### src/trim_track_pkg.sv
// Purpose: Shared constants and types for the trim servo and tracking link
// Assumes: 200 MHz reference clock, one synchronous active-high reset
// Notes:   Both ends use the same register map on the command link
package trim_track_pkg;

	localparam int CLK_NS = 5;

	// Device register indices on the command link
	localparam logic [3:0] A_IDAC0     = 4'h0;
	localparam logic [3:0] A_TRACK0    = 4'h2;
	localparam logic [3:0] A_TRACK1    = 4'h3;
	localparam logic [3:0] A_DELAY0    = 4'h4;
	localparam logic [3:0] A_DELAY1    = 4'h5;
	localparam logic [3:0] A_SERVO0    = 4'h6;
	localparam logic [3:0] A_IO        = 4'h8;
	localparam logic [3:0] A_SYNC      = 4'h9;
	localparam logic [3:0] A_STATUS    = 4'hA;
	localparam logic [3:0] A_SERVO_OPT = 4'hB;

	// Field positions
	localparam int IDAC_POL  = 8;
	localparam int IDAC_CON  = 9;
	localparam int IDAC_EN   = 10;
	localparam int TRK_POL   = 8;
	localparam int TRK_EN    = 9;
	localparam int SERVO_EN  = 15;
	localparam int IO_START  = 2;
	localparam int SYNC_REQ  = 0;

	// Reset values
	localparam logic [1:0] RUN_PULL_RST = 2'h3;

	// Times in ns and their cycle counts
	localparam int TRACK_STEP_NS   = 1000;
	localparam int TRACK_HOLD_NS   = 10000;
	localparam int TRACK_SETTLE_NS = 5000;
	localparam int SYNC_WAIT_NS    = 20000;
	localparam int RUN_WAIT_NS     = 2000;
	localparam int TRACK_STEP_CYC   = (TRACK_STEP_NS + CLK_NS - 1) / CLK_NS;
	localparam int TRACK_HOLD_CYC   = (TRACK_HOLD_NS + CLK_NS - 1) / CLK_NS;
	localparam int TRACK_SETTLE_CYC = (TRACK_SETTLE_NS + CLK_NS - 1) / CLK_NS;
	localparam int SYNC_WAIT_CYC    = (SYNC_WAIT_NS + CLK_NS - 1) / CLK_NS;
	localparam int RUN_WAIT_CYC     = (RUN_WAIT_NS + CLK_NS - 1) / CLK_NS;

	// Precise conversions at the target before servo is done
	localparam logic [1:0] FINE_CONVS = 2'h2;

	// Host user-side register addresses
	localparam logic [4:0] H_OFF   = 5'h10;
	localparam logic [4:0] H_TGT   = 5'h11;
	localparam logic [4:0] H_DLY   = 5'h12;
	localparam logic [4:0] H_CMD   = 5'h13;
	localparam logic [4:0] H_SERVO = 5'h14;
	localparam logic [4:0] H_PEEK  = 5'h15;
	localparam int HC_PWRUP = 0;
	localparam int HC_SERVO = 1;
	localparam int HC_SCH   = 2;
	localparam int HC_POL   = 3;
	localparam logic [3:0] SEQ_RUN_STEP = 4'h6;

	typedef enum logic [2:0] {PH_IDLE, PH_SYNC_FINISH, PH_SYNC_WAIT, PH_SETTLE, PH_STEP, PH_HOLD} phase_t;
	typedef enum logic [1:0] {HM_IDLE, HM_PWR, HM_WAIT, HM_SRV} host_mode_t;

endpackage

### src/trim_link_if.sv
// Purpose: Command link between the host controller and the trim device
// Assumes: Read data returns the cycle after the read strobe
// Notes:   No clocking block; both ends share ref_clk_i
`timescale 1ns/1ps
interface trim_link_if;
	logic        wr;
	logic        rd;
	logic [3:0]  addr;
	logic [15:0] wdata;
	logic [15:0] rdata;
	modport host (output wr, rd, addr, wdata, input rdata);
	modport dev  (input wr, rd, addr, wdata, output rdata);
endinterface

### src/supply_trim_track_servo.sv
// Purpose: Two-channel trim DAC control with tracking and voltage servo
// Assumes: ADC, limit checks and soft connect search live outside
// Notes:   Operation
`timescale 1ns/1ps
module supply_trim_track_servo #(
	parameter int STEP_CYC   = trim_track_pkg::TRACK_STEP_CYC,
	parameter int HOLD_CYC   = trim_track_pkg::TRACK_HOLD_CYC,
	parameter int SETTLE_CYC = trim_track_pkg::TRACK_SETTLE_CYC,
	parameter int SYNC_CYC   = trim_track_pkg::SYNC_WAIT_CYC
) (
	input  wire logic              ref_clk_i,
	input  wire logic              reset_i,
	trim_link_if.dev               link,
	input  wire logic              adc_done_i,
	input  wire logic              adc_ch_i,
	input  wire logic [14:0]       adc_value_i,
	input  wire logic              adc_busy_i,
	input  wire logic [1:0]        volt_fault_i,
	input  wire logic [1:0]        soft_conn_i,
	input  wire logic              cfg_i,
	input  wire logic [1:0]        run_i,
	output logic      [1:0][7:0]   trim_code_o,
	output logic      [1:0]        trim_oe_o,
	output logic      [1:0]        idac_fault_o,
	output logic                   adc_fast_o,
	output logic                   adc_hold_others_o,
	output logic                   adc_hold_all_o,
	output logic      [1:0]        run_o,
	output logic      [1:0]        run_oe_o,
	output logic                   cfg_o,
	output logic                   cfg_oe_o
);

	typedef struct packed {
		logic [1:0][7:0]  code;
		logic [1:0][7:0]  trk_tgt;
		logic [1:0][7:0]  delay;
		logic [1:0][14:0] servo_tgt;
		logic [1:0][1:0]  fine;
		logic [1:0]       pol;
		logic [1:0]       con;
		logic [1:0]       en;
		logic [1:0]       oe;
		logic [1:0]       trk_pol;
		logic [1:0]       trk_en;
		logic [1:0]       trk_mask;
		logic [1:0]       servo_en;
		logic [1:0]       done;
		logic [1:0]       rpt;
		logic [1:0]       retrig;
		logic [1:0]       fault;
		logic [1:0]       run_pull;
		logic             cfg_low;
		logic             up;
		logic             fast;
		logic             hold_oth;
		logic             hold_all;
		trim_track_pkg::phase_t phase;
		logic [11:0]      tmr;
		logic [11:0]      tick;
		logic [15:0]      rdata;
	} state_t;

	state_t             s;
	state_t             n;
	logic               busy;
	logic               rng;
	logic               wr;
	logic               srv_step;
	logic [3:0]         a;
	logic [15:0]        d;
	logic signed [14:0] v;
	logic signed [14:0] t;

	assign trim_code_o       = s.code;
	assign trim_oe_o         = s.oe;
	assign idac_fault_o      = s.fault;
	assign adc_fast_o        = s.fast;
	assign adc_hold_others_o = s.hold_oth;
	assign adc_hold_all_o    = s.hold_all;
	assign run_o             = 2'h0;
	assign run_oe_o          = s.run_pull;
	assign cfg_o             = 1'h0;
	assign cfg_oe_o          = s.cfg_low;
	assign link.rdata        = s.rdata;

	always_comb begin
		n        = s;
		wr       = link.wr;
		a        = link.addr;
		d        = link.wdata;
		v        = $signed(adc_value_i);
		t        = '0;
		srv_step = 1'b0;
		busy     = s.phase != trim_track_pkg::PH_IDLE;
		rng      = cfg_i & (|run_i);
		if (wr && a == trim_track_pkg::A_IO) begin
			n.run_pull = ~d[1:0];
		end
		if (wr && a == trim_track_pkg::A_SERVO_OPT) begin
			n.rpt    = d[1:0];
			n.retrig = d[3:2];
		end
		if (wr && a == trim_track_pkg::A_SYNC && d[trim_track_pkg::SYNC_REQ] && !busy) begin
			n.phase = trim_track_pkg::PH_SYNC_FINISH;
		end
		unique case (s.phase)
			trim_track_pkg::PH_IDLE: begin
			end
			trim_track_pkg::PH_SYNC_FINISH: begin
				if (!adc_busy_i) begin
					n.phase = trim_track_pkg::PH_SYNC_WAIT;
					n.tmr   = '0;
				end
			end
			trim_track_pkg::PH_SYNC_WAIT: begin
				n.tmr = s.tmr + 12'h001;
				if (s.tmr == 12'(SYNC_CYC - 1)) begin
					n.phase = trim_track_pkg::PH_IDLE;
				end
			end
			trim_track_pkg::PH_SETTLE: begin
				n.tmr = s.tmr + 12'h001;
				if (s.tmr == 12'(SETTLE_CYC - 1)) begin
					n.phase = trim_track_pkg::PH_STEP;
					n.tick  = '0;
				end
			end
			trim_track_pkg::PH_STEP: begin
				n.tick = s.tick + 12'h001;
				if (s.trk_en == 2'h0) begin
					n.phase   = s.up ? trim_track_pkg::PH_HOLD : trim_track_pkg::PH_IDLE;
					n.cfg_low = s.up;
					n.tmr     = '0;
				end else if (s.tick == 12'(STEP_CYC - 1)) begin
					n.tick = '0;
					for (int c = 0; c < 2; c++) begin
						if (s.trk_en[c]) begin
							if (s.delay[c] != 8'h00) begin
								n.delay[c] = s.delay[c] - 8'h01;
							end else if (s.code[c] < s.trk_tgt[c]) begin
								n.code[c] = s.code[c] + 8'h01;
							end else if (s.code[c] > s.trk_tgt[c]) begin
								n.code[c] = s.code[c] - 8'h01;
							end else begin
								n.trk_en[c] = 1'b0;
							end
						end
					end
				end
			end
			trim_track_pkg::PH_HOLD: begin
				n.tmr = s.tmr + 12'h001;
				if (s.tmr == 12'(HOLD_CYC - 1)) begin
					n.en    = s.en & ~s.trk_mask;
					n.con   = s.con & ~s.trk_mask;
					n.phase = trim_track_pkg::PH_IDLE;
				end
			end
		endcase
		if (wr && a == trim_track_pkg::A_IO && d[trim_track_pkg::IO_START]
			&& (s.phase == trim_track_pkg::PH_IDLE || s.phase == trim_track_pkg::PH_SYNC_WAIT)) begin
			if (cfg_i) begin
				if ((s.trk_en & ~s.con) == 2'h0) begin
					n.up       = 1'b1;
					n.trk_mask = s.trk_en;
					n.phase    = trim_track_pkg::PH_STEP;
					n.tick     = '0;
				end
			end else if ((s.trk_en & s.en) == 2'h0) begin
				n.up       = 1'b0;
				n.trk_mask = s.trk_en;
				n.en       = s.en | s.trk_en;
				n.con      = s.con | s.trk_en;
				n.cfg_low  = 1'b0;
				n.phase    = trim_track_pkg::PH_SETTLE;
				n.tmr      = '0;
			end
		end
		n.fast     = 1'b0;
		n.hold_oth = 1'b0;
		for (int c = 0; c < 2; c++) begin
			if (wr && a == 4'(trim_track_pkg::A_IDAC0 + c) && !rng) begin
				if (!d[trim_track_pkg::IDAC_EN]) begin
					n.en[c]  = 1'b0;
					n.con[c] = 1'b0;
				end else begin
					n.en[c] = 1'b1;
					if (!busy && !s.servo_en[c]) begin
						n.code[c] = d[7:0];
						n.pol[c]  = d[trim_track_pkg::IDAC_POL];
						if (d[trim_track_pkg::IDAC_CON]) begin
							n.con[c] = 1'b1;
						end
					end
				end
			end
			if (soft_conn_i[c] && s.en[c]) begin
				n.con[c] = 1'b1;
			end
			if (wr && a == 4'(trim_track_pkg::A_TRACK0 + c) && !busy && !rng) begin
				n.trk_tgt[c] = d[7:0];
				n.trk_pol[c] = d[trim_track_pkg::TRK_POL];
				n.trk_en[c]  = d[trim_track_pkg::TRK_EN];
			end
			if (wr && a == 4'(trim_track_pkg::A_DELAY0 + c) && !busy) begin
				n.delay[c] = d[7:0];
			end
			if (wr && a == 4'(trim_track_pkg::A_SERVO0 + c)) begin
				n.servo_tgt[c] = d[14:0];
				n.servo_en[c]  = d[trim_track_pkg::SERVO_EN] & s.con[c];
				n.done[c]      = 1'b0;
				n.fine[c]      = 2'h0;
			end
			if (volt_fault_i[c] && s.retrig[c] && s.servo_en[c]) begin
				n.done[c] = 1'b0;
				n.fine[c] = 2'h0;
			end
			srv_step = adc_done_i && adc_ch_i == c[0] && s.servo_en[c] && s.con[c] && !busy
				&& (s.rpt[c] || !s.done[c]);
			if (srv_step) begin
				t = $signed(s.servo_tgt[c]);
				if (v < t && s.code[c] != 8'hFF) begin
					n.code[c] = s.code[c] + 8'h01;
				end else if (v > t && s.code[c] != 8'h00) begin
					n.code[c] = s.code[c] - 8'h01;
				end
				if (!s.done[c]) begin
					if (s.fine[c] == 2'h0) begin
						n.fine[c] = {1'b0, v == t};
					end else if (s.fine[c] == trim_track_pkg::FINE_CONVS) begin
						n.done[c] = 1'b1;
						n.fine[c] = 2'h0;
					end else begin
						n.fine[c] = s.fine[c] + 2'h1;
					end
				end
			end
			if (!n.en[c] || busy || rng) begin
				n.servo_en[c] = 1'b0;
			end
			n.oe[c]    = n.en[c] & n.con[c];
			n.fault[c] = n.code[c] == 8'hFF || n.code[c] == 8'h00;
			n.fast     = n.fast | (n.servo_en[c] & ~n.done[c] & (n.fine[c] == 2'h0));
			n.hold_oth = n.hold_oth | (n.servo_en[c] & ~n.done[c]);
		end
		n.hold_all = n.phase != trim_track_pkg::PH_IDLE;
		n.rdata    = '0;
		if (link.rd) begin
			unique case (a)
				4'h0, 4'h1: n.rdata = {5'h00, s.en[a[0]], s.con[a[0]], s.pol[a[0]], s.code[a[0]]};
				4'h2, 4'h3: n.rdata = {6'h00, s.trk_en[a[0]], s.trk_pol[a[0]], s.trk_tgt[a[0]]};
				4'h4, 4'h5: n.rdata = {8'h00, s.delay[a[0]]};
				4'h6, 4'h7: n.rdata = {s.servo_en[a[0]], s.servo_tgt[a[0]]};
				4'h8: n.rdata = {10'h000, cfg_i, busy, 1'b0, 1'b0, ~s.run_pull};
				4'h9: n.rdata = {15'h0000, s.phase == trim_track_pkg::PH_SYNC_WAIT};
				4'hA: n.rdata = {8'h00, s.fault, s.oe, s.con, s.done};
				4'hB: n.rdata = {12'h000, s.retrig, s.rpt};
				default: n.rdata = '0;
			endcase
		end
	end

	always_ff @(posedge ref_clk_i) begin
		if (reset_i) begin
			s          <= '0;
			s.run_pull <= trim_track_pkg::RUN_PULL_RST;
		end else begin
			s <= n;
		end
	end

endmodule

### src/flat_wrapper.sv
// flat-port wrapper written by rule: the top's interface ports become plain ports
module supply_trim_track_servo_flat 
#(
	parameter int STEP_CYC   = trim_track_pkg::TRACK_STEP_CYC,
	parameter int HOLD_CYC   = trim_track_pkg::TRACK_HOLD_CYC,
	parameter int SETTLE_CYC = trim_track_pkg::TRACK_SETTLE_CYC,
	parameter int SYNC_CYC   = trim_track_pkg::SYNC_WAIT_CYC
)
  (ref_clk_i, reset_i, adc_done_i, adc_ch_i, adc_value_i, adc_busy_i, volt_fault_i, soft_conn_i, cfg_i, run_i, trim_code_o, trim_oe_o, idac_fault_o, adc_fast_o, adc_hold_others_o, adc_hold_all_o, run_o, run_oe_o, cfg_o, cfg_oe_o, link_wr, link_rd, link_addr, link_wdata, link_rdata);
  trim_link_if link_i ();
  input  wire logic ref_clk_i;
  input  wire logic reset_i;
  input  wire logic adc_done_i;
  input  wire logic adc_ch_i;
  input  wire logic [14:0] adc_value_i;
  input  wire logic adc_busy_i;
  input  wire logic [1:0] volt_fault_i;
  input  wire logic [1:0] soft_conn_i;
  input  wire logic cfg_i;
  input  wire logic [1:0] run_i;
  output logic      [1:0][7:0] trim_code_o;
  output logic      [1:0] trim_oe_o;
  output logic      [1:0] idac_fault_o;
  output logic adc_fast_o;
  output logic adc_hold_others_o;
  output logic adc_hold_all_o;
  output logic      [1:0] run_o;
  output logic      [1:0] run_oe_o;
  output logic cfg_o;
  output logic cfg_oe_o;
  input wire logic [$bits(link_i.wr)-1:0] link_wr;
  input wire logic [$bits(link_i.rd)-1:0] link_rd;
  input wire logic [$bits(link_i.addr)-1:0] link_addr;
  input wire logic [$bits(link_i.wdata)-1:0] link_wdata;
  output wire logic [$bits(link_i.rdata)-1:0] link_rdata;
  assign link_i.wr = link_wr;
  assign link_i.rd = link_rd;
  assign link_i.addr = link_addr;
  assign link_i.wdata = link_wdata;
  assign link_rdata = link_i.rdata;
  supply_trim_track_servo #(.STEP_CYC(STEP_CYC), .HOLD_CYC(HOLD_CYC), .SETTLE_CYC(SETTLE_CYC), .SYNC_CYC(SYNC_CYC)) u_core (.ref_clk_i(ref_clk_i), .reset_i(reset_i), .link(link_i), .adc_done_i(adc_done_i), .adc_ch_i(adc_ch_i), .adc_value_i(adc_value_i), .adc_busy_i(adc_busy_i), .volt_fault_i(volt_fault_i), .soft_conn_i(soft_conn_i), .cfg_i(cfg_i), .run_i(run_i), .trim_code_o(trim_code_o), .trim_oe_o(trim_oe_o), .idac_fault_o(idac_fault_o), .adc_fast_o(adc_fast_o), .adc_hold_others_o(adc_hold_others_o), .adc_hold_all_o(adc_hold_all_o), .run_o(run_o), .run_oe_o(run_oe_o), .cfg_o(cfg_o), .cfg_oe_o(cfg_oe_o));
endmodule
### config.mk
export PLATFORM = sky130hd
export DESIGN_NAME = supply_trim_track_servo_flat
export DESIGN_NICKNAME = d
export VERILOG_FILES = /design/src/trim_track_pkg.sv /design/src/trim_link_if.sv /design/src/supply_trim_track_servo.sv /design/src/flat_wrapper.sv
export SDC_FILE = /design/constraint.sdc
export NUM_CORES = 1
export LEC_CHECK = 0
export BUFFER_PORTS_ARGS = -buffer_cell sky130_fd_sc_hd__buf_2
export CORE_MARGIN = 4
export CORE_UTILIZATION = 65
export CTS_BUF_LIST = sky130_fd_sc_hd__clkbuf_2
export CTS_CLUSTER_SIZE = 12
export DETAILED_ROUTE_END_ITERATION = 8
export PLACE_DENSITY = 0.95
export SYNTH_ARGS = -nofsm -noshare
export SYNTH_HDL_FRONTEND = slang
export SYNTH_SLANG_ARGS = --single-unit
### constraint.sdc
create_clock -name ref_clk_i -period 6.5 [get_ports ref_clk_i]
set_input_delay 0.975 -clock ref_clk_i [delete_from_list [all_inputs] [get_ports ref_clk_i]]
set_output_delay 0.975 -clock ref_clk_i [all_outputs]
set_load 0.01 [all_outputs]
==> metrics.md, run 1 <==
| Metric | Value |
|---|---|
| Run status | finished, final reports clean |
| Vias in the first global route | 9850 |
| Share of cells above drive strength 1 | 0.113 |
| Pwr Density | 194 nW/um2 |
| Ports | between 90 and 100 |
| Sequential fraction of the synthesis area | 0.300 |
| Hold-fix buffers, CTS | 0 |
| # port buffers | 90 |
| CTS Sinks | roughly 160 |
| Reg2reg start | u_core.s[90]$_SDFFE_PP0P_ |
| Switching Fraction | 0.315 |
| Antenna-violating nets left | 0 |
| Crit path largest cell delay | roughly 0.95 ns |
| Row count | 46 |
| H-tree Lvls | 4 |
| Clk_lat worst skew | between 0.7 and 0.8 ns |
| Die Area | between 15000 and 20000 um2 |
| CP dominant cell by count | nand4_1 |
| Req. time, crit path | approximately 7.2 ns |
| Aggregate routed wire length | between 30 and 40 mm |
| Worst hold path class | in -> reg |
| Final min period | between 3 and 4 ns |
| Root buffer cell | clkbuf_2 |
| Nets | roughly 1500 |
| Yosys reg bits | between 150 and 200 |
| Leak Pwr | ~4.2 nW |
| CTS tree | done |
| 1st-iter DRT viols | about 1700 |
| Total power | roughly 2.1 mW |
| Die H | 135 um |
| Final Hold Viols | 0 |
| Clock Power Share | 0.331 |
| Worst-path clk slew | between 0.2 and 0.25 ns |
| Worst Setup SP | u_core.s[90]$_SDFFE_PP0P_ |
| Post-CTS Setup Bufs | 0 |
| Master of the slowest instance on the critical path | nor4_1 |
| Net Sw Power | approximately 0.67 mW |
| Post-Route Setup TNS | 0 ns |
| Top_reg_cell synth | dfxtp_1 |
| Antenna violations before repair | 2 |
| Mapped Area | 10400 um2 |
| Fmax | 0.262 GHz |
| Top cell type's share of synthesized area | 0.300 |
| CP Buf/Inv Count | 1 |
| YS warnings | 0 |
| Largest net degree at the start of global routing | slightly below 60 |
| Placed inst area | about 11000 um2 |
| DRC errors left | 0 |
| Final Cell Area | between 10000 and 15000 um2 |
| Hold path startpoint | link_wdata[11] |
| Dpl hpwl | approximately 23 mm |
| CP Max Fanout | 5 |
| Setup crit end kind | flip-flop |
| CTS Buf Count | 17 |
| Arrival time worst endpoint | 4.51 ns |
| Pins Over Slew Limit | 0 |
| Overall Global Routing Usage | 0.348 |
| Setup Skew | 0.0398 ns |
| Core area | between 15000 and 20000 um2 |
| Final setup vio count | 0 |
| Drt pass-1 iters | 9 |
| Cts repair resizes | 0 |
| WL per Instance | between 20 and 25 um |
| Final worst path period share | 0.587 |
| VDD IR-drop max | 0.117 mV |
| Grt ovf | 0 |
| RSZ-0062 raised after global routing | no |
| Max cap viols | 0 |
| Via count | between 10000 and 15000 |
| Normalized max-slew margin | 0.242 |
| Startpoint Class | flip-flop |
| Synth cell types | 80 |
| Via density | around 6.7 |
| Die Span X | roughly 130 um |
| Starting Density | 0.661 |
| CP top delay family | simple AND/OR/NAND/NOR gates |
| Clk buf depth | 2 |
| Sequential share of power | 0.474 |
| Yosys top cell by area | dfxtp_1 |
| Ys async rst share | 0 |
| Comb power frac | 0.196 |
| Syn Area/Cell | around 7.5 um2 |
| Crit-path cells | inv_1, ha_1, nand4_1, nor4_1, a31o_2, nor2_1, mux2_2, a2111oi_2, o211ai_1, a2111oi_0, nand4_1, o31ai_1 |
| Area grow syn2layout | 4.41% |
| Layout Utilization | 0.690 |
| Worst-Margin Slew | approximately 1.1 ns |
| Internal power | 1.45 mW |
| Main area contributors after synthesis | dfxtp_1, ha_1, nand2_1, a21oi_1, nor2_1 |
| Crit Path Class | reg -> reg |
| GP Congestion | just under 1 |
| EDFF count, synth | 0 |
| First-pass GRT wire length | 50.4 mm |
| Synth Instances | between 1000 and 1500 |
-- layout by cell type, fill, tap and decap left out, types with 13 or more instances in the layout --
master | netlist | routed
nor3_1 | 26 | 26
nand4_1 | 19 | 19
nor2b_1 | 19 | 19
or3_1 | 14 | 14
a21oi_1 | 130 | 130
clkbuf_2 | 2 | 18
o211ai_1 | 14 | 14
buf_2 | 4 | 89
inv_1 | 64 | 64
nand3_1 | 44 | 44
o21ai_0 | 46 | 46
a211oi_1 | 21 | 21
a31oi_1 | 17 | 17
ha_1 | 56 | 56
dfxtp_1 | 156 | 156
nand2_1 | 174 | 174
mux2i_1 | 46 | 46
and3_1 | 23 | 23
nor4_1 | 13 | 13
nor2_1 | 145 | 145
-- power groups by stage --
stage	Combinational, mW	Sequential, mW	Clock [mW]
final	0.414	1.00	0.699
after global routing	0.445	1.00	0.744
after CTS	0.397	1.00	0.702
after detailed placement	0.393	1.02	0
after global placement	0.388	1.02	0
after floorplan	0.292	1.01	0
-- cells by family after synthesis --
| logic type | after synthesis | share of synthesized area |
|---|---|---|
| XOR/XNOR | 22 | 0.0185 |
| adder cells (fa/ha/maj) | 56 | 0.0673 |
| flip-flops | 156 | 0.300 |
| AO/OA/AOI/OAI | 345 | 0.216 |
| buffers and inverters | 193 | 0.0854 |
| multiplexers | 55 | 0.0539 |
| AND/OR/NAND/NOR | 556 | 0.259 |
| other | 1 | 0.000360 |
-- worst paths after layout --
kind,slack [ns],to,depth (start not counted)
hold reg to reg,0.48,u_core.s[130]$_SDFFE_PP0P_,2
hold / removal,0.41,u_core.s[89]$_SDFFE_PP0P_,3
setup / recovery,2.69,u_core.idac_fault_o[0]$_SDFF_PP0_,12
setup reg to reg,2.69,u_core.idac_fault_o[0]$_SDFF_PP0_,12
-- routing by layer --
metal,wire (um),global-route usage
met5,13,0
met2,13600,0.525
met3,4050,0.0764
met1,12000,0.449
met4,2360,0.227
-- layout make-up --
cell class              instances  area [um2]
multi-input cells            1037        6420
fillers                      1305        4890
flip-flops and latches        156        3120
repair buffers                 95         490
well taps                     216         270
inverters                      65         244
clock inverters                14         239
clock buffers                  18        90.1
diodes                          1        2.50
-- sequential cells by signal, indices dropped and copies added (netlist names) --
signal / cells
u_core.link.rdata: 16
u_core.trim_code_o: 16
u_core.s: 114
u_core.adc_hold_others_o: 1
u_core.run_oe_o: 2
u_core.trim_oe_o: 2
u_core.adc_hold_all_o: 1
u_core.idac_fault_o: 2
u_core.adc_fast_o: 1
u_core.cfg_oe_o: 1
-- worst register-to-register path, delay by kind of cell (launching register included) --
family / cells / cell delay (ns)
AOI/OAI and AO/OA: 5 / 1.28
adders and majority gates: 1 / 0.31
buffers and inverters: 1 / 0.07
DFF: 1 / 0.44
muxes: 1 / 0.31
and+or+nand+nor: 4 / 1.34
-- cells in the mapped netlist, types with 7 or more instances --
master / n
nand2_1: 174
dfxtp_1: 156
nor2_1: 145
a21oi_1: 130
clkbuf_1: 73
inv_1: 64
ha_1: 56
mux2i_1: 46
o21ai_0: 46
nand3_1: 44
buf_4: 42
nor3_1: 26
and3_1: 23
a211oi_1: 21
nand4_1: 19
nor2b_1: 19
a31oi_1: 17
o211ai_1: 14
or3_1: 14
nor4_1: 13
and2_1: 12
nand2b_1: 12
xor2_1: 12
nand3b_1: 11
a22oi_1: 10
xnor2_1: 10
a221oi_1: 9
mux2_2: 9
nor3b_1: 9
a222oi_1: 8
or2_2: 8
buf_1: 7
o22ai_1: 7
-- through the flow --
step	setup slack [ns]	cells	hold WS, ns
after floorplan	2.80	1386	0.425
after global placement	2.31	1569	0.441
after detailed placement	2.09	1569	0.454
after CTS	2.74	1601	0.369
after global routing	2.38	1602	0.353
final	2.69	1602	0.409
Power figures use the tool's default switching activity.
==> run 2: changes to the inputs <==
CORE_UTILIZATION = 62   (was 65)
PLACE_DENSITY = 0.92   (was 0.95)
clock period = 3.85 ns   (was 6.5 ns; I/O delays follow)
==> run 2 against run 1 <==
Die area rose by 4.5%; clock-buffer cell count fell by 1; non-clock buffer count rose by 32; clock power rose by 26%; largest cell class unchanged.
==> metrics.md, run 2 (same netlist as run 1, synthesis figures left out) <==
| Metric | Value |
|---|---|
| Filler instances | ~1400 |
| Post-Route Setup TNS | 0 ns |
| Final Hold Viols | 0 |
| Pwr Density | between 200 and 300 nW/um2 |
| Ports | 94 |
| Final Cell Area | about 11000 um2 |
| 1st-iter DRT viols | 1651 |
| GP Congestion | ~1 |
| Arrival time worst endpoint | approximately 4 ns |
| Run status | finished, final reports clean |
| Pins Over Slew Limit | 0 |
| CTS Buf Count | 17 |
| Largest net degree at the start of global routing | 63 |
| Req. time, crit path | 4.54 ns |
| Area grow syn2layout | 5.88% |
| Crit Path Class | reg -> reg |
| Post-CTS Setup Bufs | 0 |
| Share of cells above drive strength 1 | 0.133 |
| Aggregate routed wire length | between 30 and 40 mm |
| Fmax | around 0.3 GHz |
| Row count | between 40 and 50 |
| Leak Pwr | about 4.3 nW |
| Setup WS pre-CTS | about 0.22 ns |
| Die Span X | 138 um |
| Sequential share of power | 0.515 |
| Die H | around 140 um |
| PnR worst setup slack | 0.457 ns |
| Largest register FFs | 114 |
| First-pass GRT wire length | just over 50 mm |
| Normalized max-slew margin | 0.411 |
| Placed inst area | around 11000 um2 |
| Max cap viols | 0 |
| Antenna-violating nets left | 0 |
| Drt pass-1 iters | 6 |
| RSZ-0062 raised after global routing | no |
| Fin cells | roughly 1600 |
| Worst-path clk slew | 0.26 ns |
| Final worst path period share | 0.881 |
| Vias in the first global route | between 9000 and 10000 |
| Placed Cells incl. Taps | 1603 |
| Net Sw Power | about 1.1 mW |
| Worst hold path class | in -> reg |
| Core area | roughly 17000 um2 |
| Antenna violations before repair | 2 |
| Die Area | 18900 um2 |
| CTS tree | done |
| Via density | about 6.6 |
| Switching Fraction | 0.346 |
| Clk buf depth | 2 |
| Dpl hpwl | 24.4 mm |
| CP Max Fanout | 6 |
| Startpoint Class | flip-flop |
| Setup crit end kind | flip-flop |
| Clk_lat worst skew | around 0.76 ns |
| Root buffer cell | clkbuf_2 |
| Overall Global Routing Usage | 0.344 |
| Most frequent cells in the layout | nand2_1, dfxtp_1, nor2_1, a21oi_1, buf_2 |
| Via count | 10800 |
| Commonest non-fill, non-tap cell in the layout | nand2_1 |
| Setup Skew | around 0.034 ns |
| DRC errors left | 0 |
| Clock Power Share | 0.268 |
| Internal power | ~2.1 mW |
| Grt ovf | 0 |
| VDD IR-drop max | between 0.2 and 0.25 mV |
| H-tree Lvls | 4 |
| CTS Sinks | roughly 160 |
| Final min period | approximately 3.4 ns |
| Starting Density | 0.630 |
| WL per Instance | about 20 um |
| # port buffers | 90 |
| Nets | ~1500 |
| Final setup vio count | 0 |
| Comb power frac | 0.217 |
| Biggest register | u_core.s |
| Worst-Margin Slew | approximately 0.88 ns |
## run 2: metal layers
metal	vias to the layer above	share of wire	GRT usage
met5	-	0	0
met4	0	0.057	0.170
met3	167	0.13	0.0862
met2	745	0.43	0.538
met1	4919	0.38	0.442
li1	4972	-	-
## run 2: path summary, 6_finish.rpt
kind | slack (ns) | endpoint | from | depth (start not counted)
hold / removal | 0.05 | u_core.s[106]$_SDFFE_PP0P_ | link_wdata[13] | 3
setup / recovery | 0.46 | u_core.idac_fault_o[1]$_SDFF_PP0_ | u_core.s[105]$_SDFFE_PP0P_ | 11
hold reg to reg | 0.48 | u_core.s[131]$_SDFFE_PP0P_ | u_core.s[131]$_SDFFE_PP0P_ | 2
setup reg to reg | 0.46 | u_core.idac_fault_o[1]$_SDFF_PP0_ | u_core.s[105]$_SDFFE_PP0P_ | 11
## run 2: cell type report
| type | instances | area (um2) | share of cell area |
|---|---|---|---|
| clock inverter | 15 | 138 | 0.0125 |
| multi-input combinational | 1037 | 6420 | 0.582 |
| timing repair buffer | 127 | 736 | 0.0667 |
| sequential | 156 | 3120 | 0.283 |
| clock buffer | 17 | 85.1 | 0.00771 |
| tap | 220 | 275 | 0.0250 |
| inverter | 65 | 244 | 0.0221 |
| antenna | 5 | 12.5 | 0.00113 |
## run 2: power groups by stage
stage | Combinational (mW) | Clock, mW | Sequential (mW)
6_report | 0.712 | 0.882 | 1.69
4_1_cts | 0.687 | 0.890 | 1.69
2_1_floorplan | 0.494 | 0 | 1.70
3_5_place_dp | 0.685 | 0 | 1.72
3_3_place_gp | 0.675 | 0 | 1.72
5_1_grt | 0.766 | 0.961 | 1.69
## run 2: metrics by stage
step | utilization | hold WS [ns] | power (mW)
detailed placement | 0.652 | 0.447 | 2.40
CTS | 0.666 | 0.000617 | 3.26
finish | 0.668 | 0.0453 | 3.29
floorplan | - | 0.425 | 2.19
global placement | 0.652 | 0.442 | 2.39
global route | 0.667 | 0.00328 | 3.42
## run 2: what timing repair did
action	CTS	global route
gates resized for setup	0	0
hold buffers	0	2
hold endpoints to repair	0	2
## run 2: critical path: stages (launching register included)
cell,delay [ns]
dfxtp_1,0.41
inv_1,0.05
ha_1,0.29
a21o_1,0.16
a2111oi_0,0.40
o22ai_1,0.30
o21a_1,0.29
a221o_1,0.35
and3_1,0.19
or2_0,0.23
or4_1,0.46
o41ai_2,0.21
